`config.mk`:
```
export PLATFORM = sky130hd
export DESIGN_NAME = dual_comm_watchdog
export DESIGN_NICKNAME = d
export VERILOG_FILES = /design/src/logic/wdog_pkg.sv /design/src/logic/dual_comm_watchdog.sv /design/src/logic/wdog_timer.sv
export SDC_FILE = /design/constraint.sdc
export NUM_CORES = 1
export LEC_CHECK = 0
export BUFFER_PORTS_ARGS = -buffer_cell sky130_fd_sc_hd__buf_2
export CAP_MARGIN = 20
export CORE_UTILIZATION = 45
export DETAILED_ROUTE_END_ITERATION = 16
export PLACE_DENSITY = 0.72
export SKIP_CTS_REPAIR_TIMING = 1
export SYNTH_ARGS = -nofsm -noshare
export SYNTH_HDL_FRONTEND = slang
export SYNTH_SLANG_ARGS = --single-unit
```
`constraint.sdc`:
```
create_clock -name pclk -period 3.6 [get_ports pclk]
set_clock_uncertainty 0.05 [all_clocks]
set_input_delay 0.54 -clock pclk [delete_from_list [all_inputs] [get_ports pclk]]
set_output_delay 0.54 -clock pclk [all_outputs]
set_load 0.1 [all_outputs]
```
`src/logic/wdog_pkg.sv`:
```
// Package for the dual communication watchdog: register map, reset values, timing.
// Assumes an APB slave with 32-bit data and one word per register.
package wdog_pkg;

    // Register byte offsets
    localparam logic [7:0] OFF_CTRL = 8'h00;
    localparam logic [7:0] OFF_MULT = 8'h04;
    localparam logic [7:0] OFF_BUS_TICKS = 8'h08;
    localparam logic [7:0] OFF_APP_TICKS = 8'h0c;
    localparam logic [7:0] OFF_STATUS = 8'h10;
    localparam logic [7:0] OFF_IRQ_STATUS = 8'h14;
    localparam logic [7:0] OFF_IRQ_MASK = 8'h18;

    // Control register fields
    localparam int CTRL_BUS_EN = 0;
    localparam int CTRL_APP_EN = 1;
    localparam int CTRL_MANUAL_CFG = 2;
    localparam int CTRL_STARTUP_DONE = 3;

    // Status / interrupt fields
    localparam int ST_BUS_TRIP = 0;
    localparam int ST_APP_TRIP = 1;

    // Reset values
    localparam logic [15:0] MULT_RESET = 16'h09c2;
    localparam logic [15:0] BUS_TICKS_RESET = 16'h03e8;
    localparam logic [15:0] APP_TICKS_RESET = 16'h03e8;
    localparam logic [3:0] CTRL_RESET = 4'h3;
    localparam logic [15:0] MULT_MIN = 16'h0001;

    // Base clock 25 MHz, 40 ns period; pclk 250 MHz, 4 ns period
    localparam int BASE_PERIOD_NS = 40;
    localparam int PCLK_PERIOD_NS = 4;
    localparam int BASE_DIV = BASE_PERIOD_NS / PCLK_PERIOD_NS;
    localparam logic [3:0] BASE_DIV_LAST = 4'(BASE_DIV - 1);
    localparam int MULT_EXTRA = 2;

    typedef struct packed {
        logic [31:0] prdata;
        logic pready;
        logic pslverr;
    } apb_rsp_s;

endpackage

```
`src/logic/dual_comm_watchdog.sv`:
```
// Dual communication watchdog: bus-side and application-interface timers with shared tick.
// Assumes an APB master on pclk (250 MHz) and synchronous event strobes from the controller.
//
// Implementation choices: the APB slave port and the register offsets.
`timescale 1ns/10ps

// Operation
// - Bus-side timer restarts only on each completed bus process data exchange.
// - Bus-side timer expiry, when enabled, forces all outputs to off.
// - Bus-side trip leaves the operational state untouched; outputs only.
// - Application timer trips without local interface traffic beyond its timeout.
// - Both timers default to 100 ms after power-up.
// - One multiplier sets the tick of both timers.
// - Each timer has its own tick count; count times tick gives timeout.
// - Tick lasts multiplier plus two base periods of the 25 MHz clock.
// - Each base period is 40 ns.
// - Multiplier resets to 2498, a 100 us tick.
// - Bus-side tick count resets to 1000, giving 100 ms.
// - Bus-side count 0..65535 and multiplier 1..65535 accepted.
// - Enabled bus-side timer with count zero never trips.
// - Without a start-up download, settings stay as they were.
module dual_comm_watchdog
    import wdog_pkg::*;
(
    // APB
    input wire logic pclk,
    input wire logic presetn,
    input wire logic psel,
    input wire logic penable,
    input wire logic pwrite,
    input wire logic [7:0] paddr,
    input wire logic [31:0] pwdata,
    output logic [31:0] prdata,
    output logic pready,
    output logic pslverr,
    // Traffic events
    input wire logic bus_exchange_ok,
    input wire logic local_process_interface_access,
    // Process outputs
    input wire logic [7:0] out_request,
    output logic [7:0] out_drive,
    // Slave state passthrough
    input wire logic operational_state,
    output logic operational_state_out,
    // Interrupt
    output logic irq
);
    logic [3:0] ctrl;
    logic [15:0] mult;
    logic [15:0] bus_ticks;
    logic [15:0] app_ticks;
    logic [1:0] irq_status;
    logic [1:0] irq_mask;
    logic [3:0] base_cnt;
    logic base_tick;
    logic [16:0] mult_cnt;
    logic wd_tick;
    logic bus_tripped;
    logic app_tripped;
    logic bus_trip_pulse;
    logic app_trip_pulse;
    logic wr_en;
    logic rd_en;
    logic cfg_open;
    logic addr_ok;
    logic [16:0] tick_last;
    apb_rsp_s rsp;

    // Single-cycle access phase; no wait states
    assign wr_en = psel && penable && pwrite;
    assign rd_en = psel && penable && !pwrite;
    // Settings are writable only during start-up with manual configuration on
    assign cfg_open = ctrl[CTRL_MANUAL_CFG] && !ctrl[CTRL_STARTUP_DONE];

    always_ff @(posedge pclk or negedge presetn) begin
        if (!presetn) begin
            ctrl <= CTRL_RESET;
        end else if (wr_en && paddr == OFF_CTRL) begin
            // Start-up done is sticky until reset
            ctrl <= {ctrl[CTRL_STARTUP_DONE] | pwdata[CTRL_STARTUP_DONE], pwdata[2:0]};
        end
    end

    // Defaults stand unless a start-up download replaces them
    always_ff @(posedge pclk or negedge presetn) begin
        if (!presetn) begin
            mult <= MULT_RESET;
            bus_ticks <= BUS_TICKS_RESET;
            app_ticks <= APP_TICKS_RESET;
        end else if (wr_en && cfg_open) begin
            if (paddr == OFF_MULT && pwdata[15:0] >= MULT_MIN) begin
                mult <= pwdata[15:0];
            end
            if (paddr == OFF_BUS_TICKS) begin
                bus_ticks <= pwdata[15:0];
            end
            if (paddr == OFF_APP_TICKS) begin
                app_ticks <= pwdata[15:0];
            end
        end
    end

    // 25 MHz base enable from 250 MHz pclk
    always_ff @(posedge pclk or negedge presetn) begin
        if (!presetn) begin
            base_cnt <= 4'h0;
        end else if (base_cnt == BASE_DIV_LAST) begin
            base_cnt <= 4'h0;
        end else begin
            base_cnt <= base_cnt + 4'h1;
        end
    end
    assign base_tick = (base_cnt == BASE_DIV_LAST);

    // Watchdog tick every mult + 2 base periods
    assign tick_last = {1'b0, mult} + 17'(MULT_EXTRA - 1);
    always_ff @(posedge pclk or negedge presetn) begin
        if (!presetn) begin
            mult_cnt <= 17'h00000;
        end else if (base_tick) begin
            if (mult_cnt >= tick_last) begin
                mult_cnt <= 17'h00000;
            end else begin
                mult_cnt <= mult_cnt + 17'h00001;
            end
        end
    end
    assign wd_tick = base_tick && (mult_cnt >= tick_last);

    wdog_timer bus_side_watchdog (
        .pclk(pclk),
        .presetn(presetn),
        .enable(ctrl[CTRL_BUS_EN]),
        .zero_disables(1'b1),
        .limit(bus_ticks),
        .tick(wd_tick),
        .restart(bus_exchange_ok),
        .tripped(bus_tripped),
        .trip_pulse(bus_trip_pulse)
    );

    // Zero count on this side also means disabled, a trip at zero has no meaning
    wdog_timer app_interface_watchdog (
        .pclk(pclk),
        .presetn(presetn),
        .enable(ctrl[CTRL_APP_EN]),
        .zero_disables(1'b1),
        .limit(app_ticks),
        .tick(wd_tick),
        .restart(local_process_interface_access),
        .tripped(app_tripped),
        .trip_pulse(app_trip_pulse)
    );

    // Outputs registered; forced low while either side is tripped
    always_ff @(posedge pclk or negedge presetn) begin
        if (!presetn) begin
            out_drive <= 8'h00;
        end else if (bus_tripped || app_tripped) begin
            out_drive <= 8'h00;
        end else begin
            out_drive <= out_request;
        end
    end

    // State is passed unchanged, a trip never touches it
    always_ff @(posedge pclk or negedge presetn) begin
        if (!presetn) begin
            operational_state_out <= 1'b0;
        end else begin
            operational_state_out <= operational_state;
        end
    end

    // Sticky events; a new trip in the read cycle survives the clear
    always_ff @(posedge pclk or negedge presetn) begin
        if (!presetn) begin
            irq_status <= 2'h0;
        end else begin
            irq_status <= (rd_en && paddr == OFF_IRQ_STATUS ? 2'h0 : irq_status)
                | {app_trip_pulse, bus_trip_pulse};
        end
    end

    always_ff @(posedge pclk or negedge presetn) begin
        if (!presetn) begin
            irq_mask <= 2'h0;
        end else if (wr_en && paddr == OFF_IRQ_MASK) begin
            irq_mask <= pwdata[1:0];
        end
    end

    assign irq = |(irq_status & irq_mask);

    always_comb begin
        addr_ok = 1'b1;
        rsp.prdata = 32'h00000000;
        case (paddr)
            OFF_CTRL: rsp.prdata = {28'h0000000, ctrl};
            OFF_MULT: rsp.prdata = {16'h0000, mult};
            OFF_BUS_TICKS: rsp.prdata = {16'h0000, bus_ticks};
            OFF_APP_TICKS: rsp.prdata = {16'h0000, app_ticks};
            OFF_STATUS: rsp.prdata = {30'h00000000, app_tripped, bus_tripped};
            OFF_IRQ_STATUS: rsp.prdata = {30'h00000000, irq_status};
            OFF_IRQ_MASK: rsp.prdata = {30'h00000000, irq_mask};
            default: addr_ok = 1'b0;
        endcase
        rsp.pready = 1'b1;
        rsp.pslverr = psel && penable && !addr_ok;
    end

    always_ff @(posedge pclk or negedge presetn) begin
        if (!presetn) begin
            prdata <= 32'h00000000;
        end else if (psel && !penable && !pwrite) begin
            prdata <= rsp.prdata;
        end
    end
    assign pready = rsp.pready;
    assign pslverr = rsp.pslverr;
endmodule

```
`src/logic/wdog_timer.sv`:
```
// One watchdog timer channel: counts shared ticks, trips at the configured count.
// Assumes tick is a one-cycle enable from the shared divider.
`timescale 1ns/10ps
module wdog_timer
    import wdog_pkg::*;
(
    // Clock and reset
    input wire logic pclk,
    input wire logic presetn,
    // Control
    input wire logic enable,
    input wire logic zero_disables,
    input wire logic [15:0] limit,
    input wire logic tick,
    input wire logic restart,
    // State
    output logic tripped,
    output logic trip_pulse
);
    logic [15:0] count;
    logic off;
    logic next_trip;

    assign off = !enable || (zero_disables && limit == 16'h0000);
    assign next_trip = !off && !tripped && tick && (count + 16'h0001 >= limit);

    always_ff @(posedge pclk or negedge presetn) begin
        if (!presetn) begin
            count <= 16'h0000;
        end else if (restart || off) begin
            count <= 16'h0000;
        end else if (tick && !tripped && count != 16'hffff) begin
            count <= count + 16'h0001;
        end
    end

    // Restart and trip in the same cycle: restart wins, the trip is dropped
    always_ff @(posedge pclk or negedge presetn) begin
        if (!presetn) begin
            tripped <= 1'b0;
            trip_pulse <= 1'b0;
        end else begin
            trip_pulse <= next_trip && !restart;
            if (restart || off) begin
                tripped <= 1'b0;
            end else if (next_trip) begin
                tripped <= 1'b1;
            end
        end
    end
endmodule

```
==> results of run 1 <==
-- worst register-to-register path, stage by stage, from the launching register on --
cell and delay (ns):
dfstp_2 0.60, and3_1 0.25, nand2_1 0.12, nor2_4 0.16, nand3_1 0.10, xor2_1 0.16
ha_1 0.31, and4_1 0.26, and4_4 0.24, o211ai_1 0.15, buf_4 0.20, a21oi_4 0.20
buf_12 0.17, nand4_1 0.13, mux2i_1 0.21
-- power groups by stage --
| stage | Combinational (uW) | Clock (uW) | Sequential [uW] |
|---|---|---|---|
| 2_1_floorplan | 144 | 0 | 1640 |
| 3_3_place_gp | 270 | 0 | 1590 |
| 3_5_place_dp | 271 | 0 | 1590 |
| 4_1_cts | 271 | 1940 | 1560 |
| 5_1_grt | 286 | 2010 | 1560 |
| 6_report | 271 | 1920 | 1560 |
-- how the worst max path moves through the flow --
stage / endpoint / slack, ns / from
after floorplan: pslverr / 0.29 / paddr[3]
after global placement: app_interface_watchdog.count[13] / 0.22 / mult[6]
after detailed placement: app_interface_watchdog.count[13] / 0.19 / mult[1]
after CTS: app_interface_watchdog.count[11] / 0.13 / mult[1]
after global routing: app_interface_watchdog.count[11] / 0.02 / mult[6]
final: app_interface_watchdog.count[11] / 0.21 / mult[1]
-- stage by stage --
| stage | util, % | setup slack, ns | area (um2) | total power, uW |
|---|---|---|---|---|
| 5_1_grt | 53.4 | 0.0226 | 9650 | 3860 |
| 3_5_place_dp | 49.6 | 0.188 | 8970 | 1860 |
| 2_1_floorplan | - | 0.291 | 8410 | 1780 |
| 3_3_place_gp | 49.6 | 0.220 | 8970 | 1860 |
| 4_1_cts | 53.1 | 0.128 | 9610 | 3770 |
| 6_report | 53.4 | 0.208 | 9650 | 3750 |
-- sequential cells by signal, indices dropped and copies added (netlist names) --
signal	cells
app_interface_watchdog.count	16
app_interface_watchdog.trip_pulse	1
app_interface_watchdog.tripped	1
app_ticks	16
base_cnt	4
bus_side_watchdog.count	16
bus_side_watchdog.trip_pulse	1
bus_side_watchdog.tripped	1
bus_ticks	16
ctrl	4
irq_mask	2
irq_status	2
mult	16
mult_cnt	17
operational_state_out	1
out_drive	8
prdata	16
-- per-layer routing --
layer,track usage (%),up-vias,wire length [um]
met1,30.5,3207,9260
met2,35.1,228,9060
met5,0,-,0
met3,4.78,44,1320
met4,9.05,0,605
li1,-,3184,-
-- layout make-up --
type	count	area [um2]	share of cell area (%)
tap	229	287	2.97
timing repair buffer	88	557	5.77
sequential	138	3480	36.0
multi-input combinational	635	4490	46.6
inverter	54	203	2.10
clock inverter	14	208	2.15
clock buffer	18	429	4.45
-- cell usage after synthesis (3+ instances only) --
library cell	instances	area share, %
dfstp_2	19	6.0
a21oi_1	38	2.3
nor2b_1	4	0.30
or3_1	4	0.30
inv_1	54	2.4
nor3_1	8	0.48
nand2_1	79	3.6
clkbuf_1	20	0.90
mux2_2	45	6.1
a211oi_1	9	0.81
and2_1	11	0.82
nand2b_1	4	0.30
ha_1	53	7.9
a22o_1	3	0.31
nor2_1	55	2.5
a22oi_1	14	1.3
o21ai_0	43	2.6
mux2i_1	8	0.96
buf_2	5	0.30
xor2_1	29	3.0
nand3_1	31	1.9
buf_4	18	1.6
and3_1	18	1.3
nand4_1	18	1.3
dfrtp_1	119	36
a31o_2	12	1.3
a21o_1	16	1.4
and4_1	5	0.52
nor4_1	13	0.97
o21a_1	4	0.36
xnor2_1	28	2.9
o31ai_1	13	1.2
mux2_4	3	0.54
o211ai_1	3	0.27
-- cells by family after synthesis --
kind of cell             count (synthesis)  synth area share (%)
XOR/XNOR                                57                  5.98
AO/OA/AOI/OAI                          175                  13.8
flip-flops                             138                  41.6
buffers and inverters                  100                  5.47
adder cells (fa/ha/maj)                 53                  7.94
multiplexers                            58                  8.10
other                                    2                0.0899
AND/OR/NAND/NOR                        275                  17.0
==> key figures, run 1 <==
Placed design
  • IO buf count: 66
  • Post-DP HPWL: 14.9 mm
  • Placed Cells: 1143
  • GP Congestion: 0.826

Critical path
  • Cell family with most CP delay: simple AND/OR/NAND/NOR gates
  • Levels on crit path: 14
  • CP Launch Type: flip-flop
  • Critical-path cell list: and3_1, nand2_1, nor2_4, nand3_1, xor2_1, ha_1, and4_1, and4_4, o211ai_1, buf_4, a21oi_4, buf_12, nand4_1, mux2i_1
  • Worst R2R Path Depth: 14
  • CP Buf/Inv Count: 2
  • Worst r2r src: mult[1]
  • Crit path DAT: 3.68 ns
  • RR Endpoint: app_interface_watchdog.count[11]
  • CP Data Required Time: 3.89 ns
  • Crit end category: flip-flop
  • Crit-path max FO: 14
  • Type of the worst setup path: flip-flop to flip-flop
  • Max incr delay on CP: 0.60 ns
  • Reg2reg setup slack: 0.21 ns
  • Slowest cell on crit path: dfstp_2

Synth
  • Post-synthesis sequential area ratio: 41.6%
  • Avg Inst Size Synth: 9.73 um2
  • Asr flop ratio synth: 100%
  • Mapped Area: 8350 um2
  • Synth unique cells: 69
  • Top_reg_cell synth: dfrtp_1
  • #FFs+latches synth: 138
  • Mapped Cells: 858
  • Number of flops mapped to enable cells by yosys: 0
  • Yosys Warn Count: 0

Pwr
  • Seq pwr share: 41.7%
  • LEAKAGE: 0.00463 uW
  • Pint: 2780 uW
  • Gate power share: 7.2%
  • Psw: 966 uW
  • Maximum VDD drop: 0.321 mV
  • Clock power share: 51.1%
  • Sw frac: 25.8%
  • Power Density: 388 nW/um2

Timing
  • Worst-Margin Slew: 0.747 ns
  • Final setup fails: 0
  • Worst slew margin: 50.0%
  • Fmax: 295 MHz
  • RSZ-0062 raised after global routing: no
  • Fin crit share: 94.2%
  • Min Tclk post-route: 3.39 ns
  • Total negative slack: 0 ns
  • Hold WS: 0.0270 ns
  • Hold Vio Cnt, Final: 0
  • Final Max Tran Viols: 0

Clocking
  • CTS tree: built
  • Worst-Skew Late Latency: 0.43 ns
  • Register clock-pin slew on the reported worst setup and hold paths: 0.06 ns
  • Max Root-Sink Buffers: 2
  • Cell chosen for the clock root: clkbuf_16
  • Clock Sinks: 138
  • Num CTS Buffers: 17
  • H-tree depth: 4

Drt
  • DRT iter0 DRCs: 425
  • Avg Vias per Cell: 5.67
  • Vias: 6663
  • DRC: 18
  • Routed len/inst: 17.2 um
  • Detailed Routing Iterations Pass 1: 11
  • Routed WL: 20.2 mm
  • DRT antenna net count: 0

Layout
  • Area grow syn2layout: 15.6%
  • Layout cells sized above 1: 23.2%
  • Commonest non-fill, non-tap cell in the layout: dfrtp_1
  • Commonest cells after routing, fill and taps aside: dfrtp_1 (119), nand2_1 (79), buf_2 (65), inv_1 (54)
  • Final std cells w/o fill: 1176
  • Nets: 1043
  • Ant diodes: 0
  • Fillers: 1618

Global route
  • GRT overflow: 0
  • Number of global-route vias before repair: 6633
  • Largest net degree at the start of global routing: 63
  • Initial antenna violation count: 0
  • GRT Total Usage: 22.5%
  • Global-route wire length before repair: 34.0 mm

Outcome
  • Outcome: complete, but fails checks
  • Failing checks: design-rule violations

Die
  • Die ar.: 19100 um2
  • I/O pin total: 100
  • Die X: 138 um
  • Initial cell density of the core: 46.2%
  • Die height: 138 um
  • Core ar.: 18100 um2
  • Cell row count: 49

Run
  • Max Cap Viol: 0

Worst hold path
  • Worst hold path class: primary input to asynchronous set/reset pin
(Power assumes the default switching activity.)
==> run 2, diff against run 1 <==
Settings changed: CORE_UTILIZATION 45 to 30, PLACE_DENSITY 0.72 to 0.55.
==> key figures, run 2 (same netlist as run 1, synthesis figures left out) <==
Pwr
  • Total design power: 3520 uW (-6.3%)
  • Gate power share: 7.7% (+0.5 points)
  • Pint: 2590 uW (-6.9%)
  • Seq pwr share: 44.5% (+2.8 points)
  • Power Density: 361 nW/um2 (-6.9%)
  • LEAKAGE: 0.00460 uW (-0.77%)
  • Clock power share: 47.8% (-3.3 points)
  • Sw frac: 26.3% (+0.51 points)
  • Psw: 923 uW (-4.4%)
  • Maximum VDD drop: 0.328 mV (+2.2%)

Clocking
  • Num CTS Buffers: 17 (unchanged)
  • Max Root-Sink Buffers: 2 (unchanged)
  • H-tree depth: 4 (unchanged)
  • CTS tree: built
  • Register clock-pin slew on the reported worst setup and hold paths: 0.06 ns (about the same)
  • Clock Sinks: 138 (unchanged)
  • Cell chosen for the clock root: clkbuf_16
  • Worst-Skew Late Latency: 0.42 ns (about the same)

Timing
  • Final setup fails: 0 (unchanged)
  • Fin crit share: 94.5% (+0.30 points)
  • RSZ-0062 raised after global routing: yes
  • Final worst slack: 0.197 ns (-0.0106 ns)
  • Fmax: 294 MHz (-0.31%)
  • Total negative slack: 0 ns (unchanged)
  • Final Max Tran Viols: 0 (unchanged)
  • Worst slew margin: 48.5% (-1.5 points)
  • Min Tclk post-route: 3.40 ns (+0.0106 ns)
  • Hold Vio Cnt, Final: 0 (unchanged)
  • Worst-Margin Slew: 0.770 ns (+0.0230 ns)

Placed design
  • Post-DP HPWL: 16.3 mm (+9.7%)
  • GP Congestion: 0.828 (+0.25%)
  • IO buf count: 66 (unchanged)
  • Setup WS pre-CTS: 0.00880 ns (-0.179 ns)
  • Cell Area, Placed: 9150 um2 (+2.0%)

Critical path
  • Crit path DAT: 3.63 ns (-0.05 ns)
  • Type of the worst setup path: flip-flop to flip-flop
  • Cell family with most CP delay: compound AO/OA/AOI/OAI gates
  • CP Buf/Inv Count: 2 (unchanged)
  • Critical-path cell list: nand4_1, or2_2, nor2_1, nand2_1, xor2_1, ha_1, and2_0, a221o_1, a211oi_2, buf_4, a21oi_1, buf_4, o21ai_0, a21oi_1
  • Max incr delay on CP: 0.53 ns (-0.07 ns)
  • Crit-path max FO: 3 (-11)
  • CP Data Required Time: 3.83 ns (-0.06 ns)
  • Crit end category: flip-flop
  • Slowest cell on crit path: dfstp_2
  • CP Launch Type: flip-flop

Die
  • I/O pin total: 100 (unchanged)
  • Die ar.: 28500 um2 (+49%)
  • Cell row count: 60 (+22%)
  • Core ar.: 27100 um2 (+50%)
  • Die height: 169 um (+22%)
  • Die X: 169 um (+22%)
  • Initial cell density of the core: 30.8% (-15 points)

Layout
  • Final Util: 35.9% (-17 points)
  • Layout cells sized above 1: 23.2% (-0.049 points)
  • Commonest cells after routing, fill and taps aside: dfrtp_1 (119), nand2_1 (79), buf_2 (65), inv_1 (54), nor2_1 (54)
  • Ant diodes: 0 (unchanged)
  • Largest Register: mult_cnt
  • Post-route design area: 9730 um2 (+0.74%)
  • Nets: 1045 (+0.19%)
  • Commonest non-fill, non-tap cell in the layout: dfrtp_1
  • Largest register FFs: 17 (unchanged)
  • Area grow syn2layout: 16.4%

Drt
  • DRT iter0 DRCs: 264 (-38%)
  • DRC: 0 (-18)
  • Avg Vias per Cell: 4.86 (-14%)
  • Vias: 6417 (-3.7%)
  • Routed len/inst: 16.3 um (-5.1%)
  • DRT antenna net count: 0 (unchanged)
  • Routed WL: 21.6 mm (+6.6%)
  • Detailed Routing Iterations Pass 1: 4 (-7)

Run
  • Max Cap Viol: 0 (unchanged)

Outcome
  • Outcome: completed

Worst hold path
  • Worst hold path class: primary input to asynchronous set/reset pin

Global route
  • GRT overflow: 0 (unchanged)
  • Number of global-route vias before repair: 6261 (-5.6%)
  • Largest net degree at the start of global routing: 66 (+4.8%)
  • Global-route wire length before repair: 35.1 mm (+3.2%)
  • Initial antenna violation count: 1 (+1)
  • GRT Total Usage: 15.9% (-6.6 points)
## run 2: power groups by stage
stage	combinational, uW	sequential, uW	clock (uW)
after floorplan	144	1640	0
after global placement	276	1590	0
after detailed placement	276	1590	0
after CTS	276	1560	1720
after global routing	288	1560	1790
final	272	1560	1680
## run 2: layer usage
layer / wire (um) / up-vias / global-route usage [%]
li1: - / 3187 / -
met1: 10500 / 3108 / 22.0
met2: 10300 / 108 / 25.9
met3: 598 / 14 / 2.27
met4: 197 / 0 / 4.39
met5: 0 / - / 0
## run 2: layout make-up
cell class,count,area (um2)
sequential,138,3480
fill,2805,17400
timing repair buffer,90,542
inverter,54,203
clock buffer,21,460
tap,372,465
clock inverter,11,97.6
multi-input combinational,635,4480
## run 2: path summary, 6_finish.rpt
path                                                   startpoint                               to  slack [ns]  depth (start not counted)
worst max-delay path                                      mult[8]   app_interface_watchdog.tripped        0.20                         14
worst min-delay path                                      presetn  app_interface_watchdog.count[3]        0.04                          1
worst max register to register                            mult[8]   app_interface_watchdog.tripped        0.20                         14
worst min register to register  app_interface_watchdog.trip_pulse                    irq_status[1]        0.39                          1
max in group asynchronous                                 presetn                     bus_ticks[7]        2.63                          2
min in group pclk                               operational_state            operational_state_out        0.17                          1
## run 2: through the flow
step	cells	hold WS, ns
after floorplan	873	0.194
after global placement	1288	0.377
after detailed placement	1288	0.381
after CTS	1320	0.0648
after global routing	1321	0.0912
final	1321	0.0411
==> run 3, diff against run 2 <==
Settings changed: REMOVE_ABC_BUFFERS set to 1.
==> key figures, run 3 (same netlist as run 1, synthesis figures left out) <==
Critical path
  • Max incr delay on CP: 0.52 ns (about the same)
  • Crit end category: flip-flop
  • Type of the worst setup path: flip-flop to flip-flop
  • Critical-path cell list: nand4_1, or2_2, nor2_2, nand3_1, xor2_1, ha_1, and4_1, and4_1, o211ai_1, buf_4, a21boi_1, buf_12, a21oi_1, a31o_2
  • Crit path DAT: 3.63 ns (about the same)
  • Worst r2r src: mult[6]
  • CP dominant cell by count: and4_1
  • Slowest cell on crit path: dfstp_2
  • CP Data Required Time: 3.87 ns (+0.04 ns)
  • Crit-path max FO: 20 (+17)
  • Worst Setup SP: mult[6]
  • CP Launch Type: flip-flop

Drt
  • Routed WL: 21.6 mm (+0.28%)
  • DRT iter0 DRCs: 309 (+17%)
  • Vias: 6525 (+1.7%)
  • Routed len/inst: 16.3 um (-0.17%)
  • Avg Vias per Cell: 4.92 (+1.2%)
  • DRC: 0 (unchanged)
  • DRT antenna net count: 0 (unchanged)
  • Detailed Routing Iterations Pass 1: 5 (+1)

Die
  • Die height: 169 um (unchanged)
  • Initial cell density of the core: 30.8% (unchanged)
  • Core ar.: 27100 um2 (unchanged)
  • Die ar.: 28500 um2 (unchanged)
  • Die X: 169 um (unchanged)
  • I/O pin total: 100 (unchanged)
  • Cell row count: 60 (unchanged)

Timing
  • Worst slew margin: 48.1% (-0.37 points)
  • Total negative slack: 0 ns (unchanged)
  • Min Tclk post-route: 3.35 ns (-0.0483 ns)
  • Final Max Tran Viols: 0 (unchanged)
  • Final setup fails: 0 (unchanged)
  • Hold Vio Cnt, Final: 0 (unchanged)
  • RSZ-0062 raised after global routing: no
  • Fmax: 298 MHz (+1.4%)
  • Fin crit share: 93.2% (-1.3 points)
  • Hold WS: 0.104 ns (+0.0629 ns)
  • Worst-Margin Slew: 0.776 ns (+0.00556 ns)

Pwr
  • Total design power: 3790 uW (+8.0%)
  • Seq pwr share: 41.2% (-3.3 points)
  • Psw: 902 uW (-2.3%)
  • LEAKAGE: 0.00468 uW (+1.8%)
  • Gate power share: 7.1% (-0.6 points)
  • Clock power share: 51.7% (+3.9 points)
  • Power Density: 383 nW/um2 (+6.1%)
  • Pint: 2890 uW (+12%)
  • Sw frac: 23.8% (-2.5 points)
  • Maximum VDD drop: 0.306 mV (-6.5%)

Clocking
  • Register clock-pin slew on the reported worst setup and hold paths: 0.06 ns (about the same)
  • Worst-Skew Late Latency: 0.43 ns (about the same)
  • Cell chosen for the clock root: clkbuf_16
  • Num CTS Buffers: 17 (unchanged)
  • CTS tree: built
  • H-tree depth: 4 (unchanged)
  • Clock Sinks: 138 (unchanged)
  • Max Root-Sink Buffers: 2 (unchanged)

Placed design
  • GP Congestion: 0.812 (-2.0%)
  • Post-DP HPWL: 16.2 mm (-0.86%)
  • IO buf count: 66 (unchanged)
  • Placed Cells: 1295 (+0.54%)
  • Cell Area, Placed: 9230 um2 (+0.87%)

Global route
  • Global-route wire length before repair: 34.5 mm (-1.5%)
  • Largest net degree at the start of global routing: 73 (+11%)
  • GRT overflow: 0 (unchanged)
  • Number of global-route vias before repair: 6258 (-0.048%)
  • Initial antenna violation count: 0 (-1)
  • GRT Total Usage: 15.8% (-0.082 points)

Layout
  • Commonest non-fill, non-tap cell in the layout: dfrtp_1
  • Nets: 1051 (+0.57%)
  • Post-route design area: 9900 um2 (+1.8%)
  • Largest Register: mult_cnt
  • Area grow syn2layout: 18.5%
  • Final std cells w/o fill: 1327 (+0.45%)
  • Largest register FFs: 17 (unchanged)
  • Layout cells sized above 1: 23.6% (+0.38 points)
  • Commonest cells after routing, fill and taps aside: dfrtp_1 (119), nand2_1 (79), buf_2 (65), inv_1 (54), ha_1 (53)
  • Ant diodes: 0 (unchanged)

Run
  • Max Cap Viol: 0 (unchanged)

Worst hold path
  • Worst hold path class: primary input to asynchronous set/reset pin

Outcome
  • Outcome: completed
[run 3: cell types whose count changed in the layout (fill, tap and decap cells not counted), moves of 2 or more]
cell,change
a21boi_1,+2
buf_12,+2
buf_4,+4
bufinv_16,+4
clkbuf_1,+3
clkinv_2,-4
clkinv_4,-3
nor2_1,-2
nor2_2,+2
[run 3: metrics by stage]
| stage | setup slack (ns) | util (%) |
|---|---|---|
| 2_1_floorplan | -0.0253 | - |
| 3_3_place_gp | 0.192 | 34.1 |
| 3_5_place_dp | 0.142 | 34.1 |
| 4_1_cts | 0.132 | 36.5 |
| 5_1_grt | 0.0235 | 36.5 |
| 6_report | 0.245 | 36.5 |
[run 3: path summary, 6_finish.rpt]
| check | end | slack (ns) | depth (start not counted) |
|---|---|---|---|
| setup / recovery | bus_side_watchdog.count[7] | 0.25 | 14 |
| hold / removal | out_drive[0] | 0.10 | 1 |
| setup reg to reg | bus_side_watchdog.count[7] | 0.25 | 14 |
| hold reg to reg | irq_status[1] | 0.39 | 1 |
| max in group asynchronous | mult_cnt[10] | 2.61 | 2 |
| min in group pclk | operational_state_out | 0.17 | 1 |
[run 3: layer usage]
metal	part of all wire [%]	routed length (um)	vias to the layer above	global-route usage, %
met2	45	9740	152	24.5
met4	0.94	203	0	4.15
met5	0	0	-	0
met3	4.0	874	14	2.78
met1	50	10800	3155	22.6
li1	-	-	3204	-
[run 3: power groups by stage]
stage / Sequential [uW] / Combinational (uW) / Clock [uW]
after floorplan: 1640 / 119 / 0
after global placement: 1590 / 274 / 0
after detailed placement: 1590 / 274 / 0
after CTS: 1560 / 274 / 2000
after global routing: 1560 / 288 / 2060
final: 1560 / 270 / 1960
[run 3: final cells by class]
class | instances | area (um2)
Clock buffer | 25 | 485
Clock inverter | 7 | 163
Fill cell | 2726 | 17200
Inverter | 54 | 203
Multi-Input combinational cell | 635 | 4490
Sequential cell | 138 | 3480
Tap cell | 372 | 465
Timing Repair Buffer | 96 | 612
[run 3: worst max-delay path: cells and delay by family, from the launching register on]
family | cells | cell delay, ns
xor+xnor | 1 | 0.16
simple gates | 6 | 1.14
fa+ha+maj | 1 | 0.31
flops | 1 | 0.52
compound gates | 4 | 0.65
buf+inv | 2 | 0.38
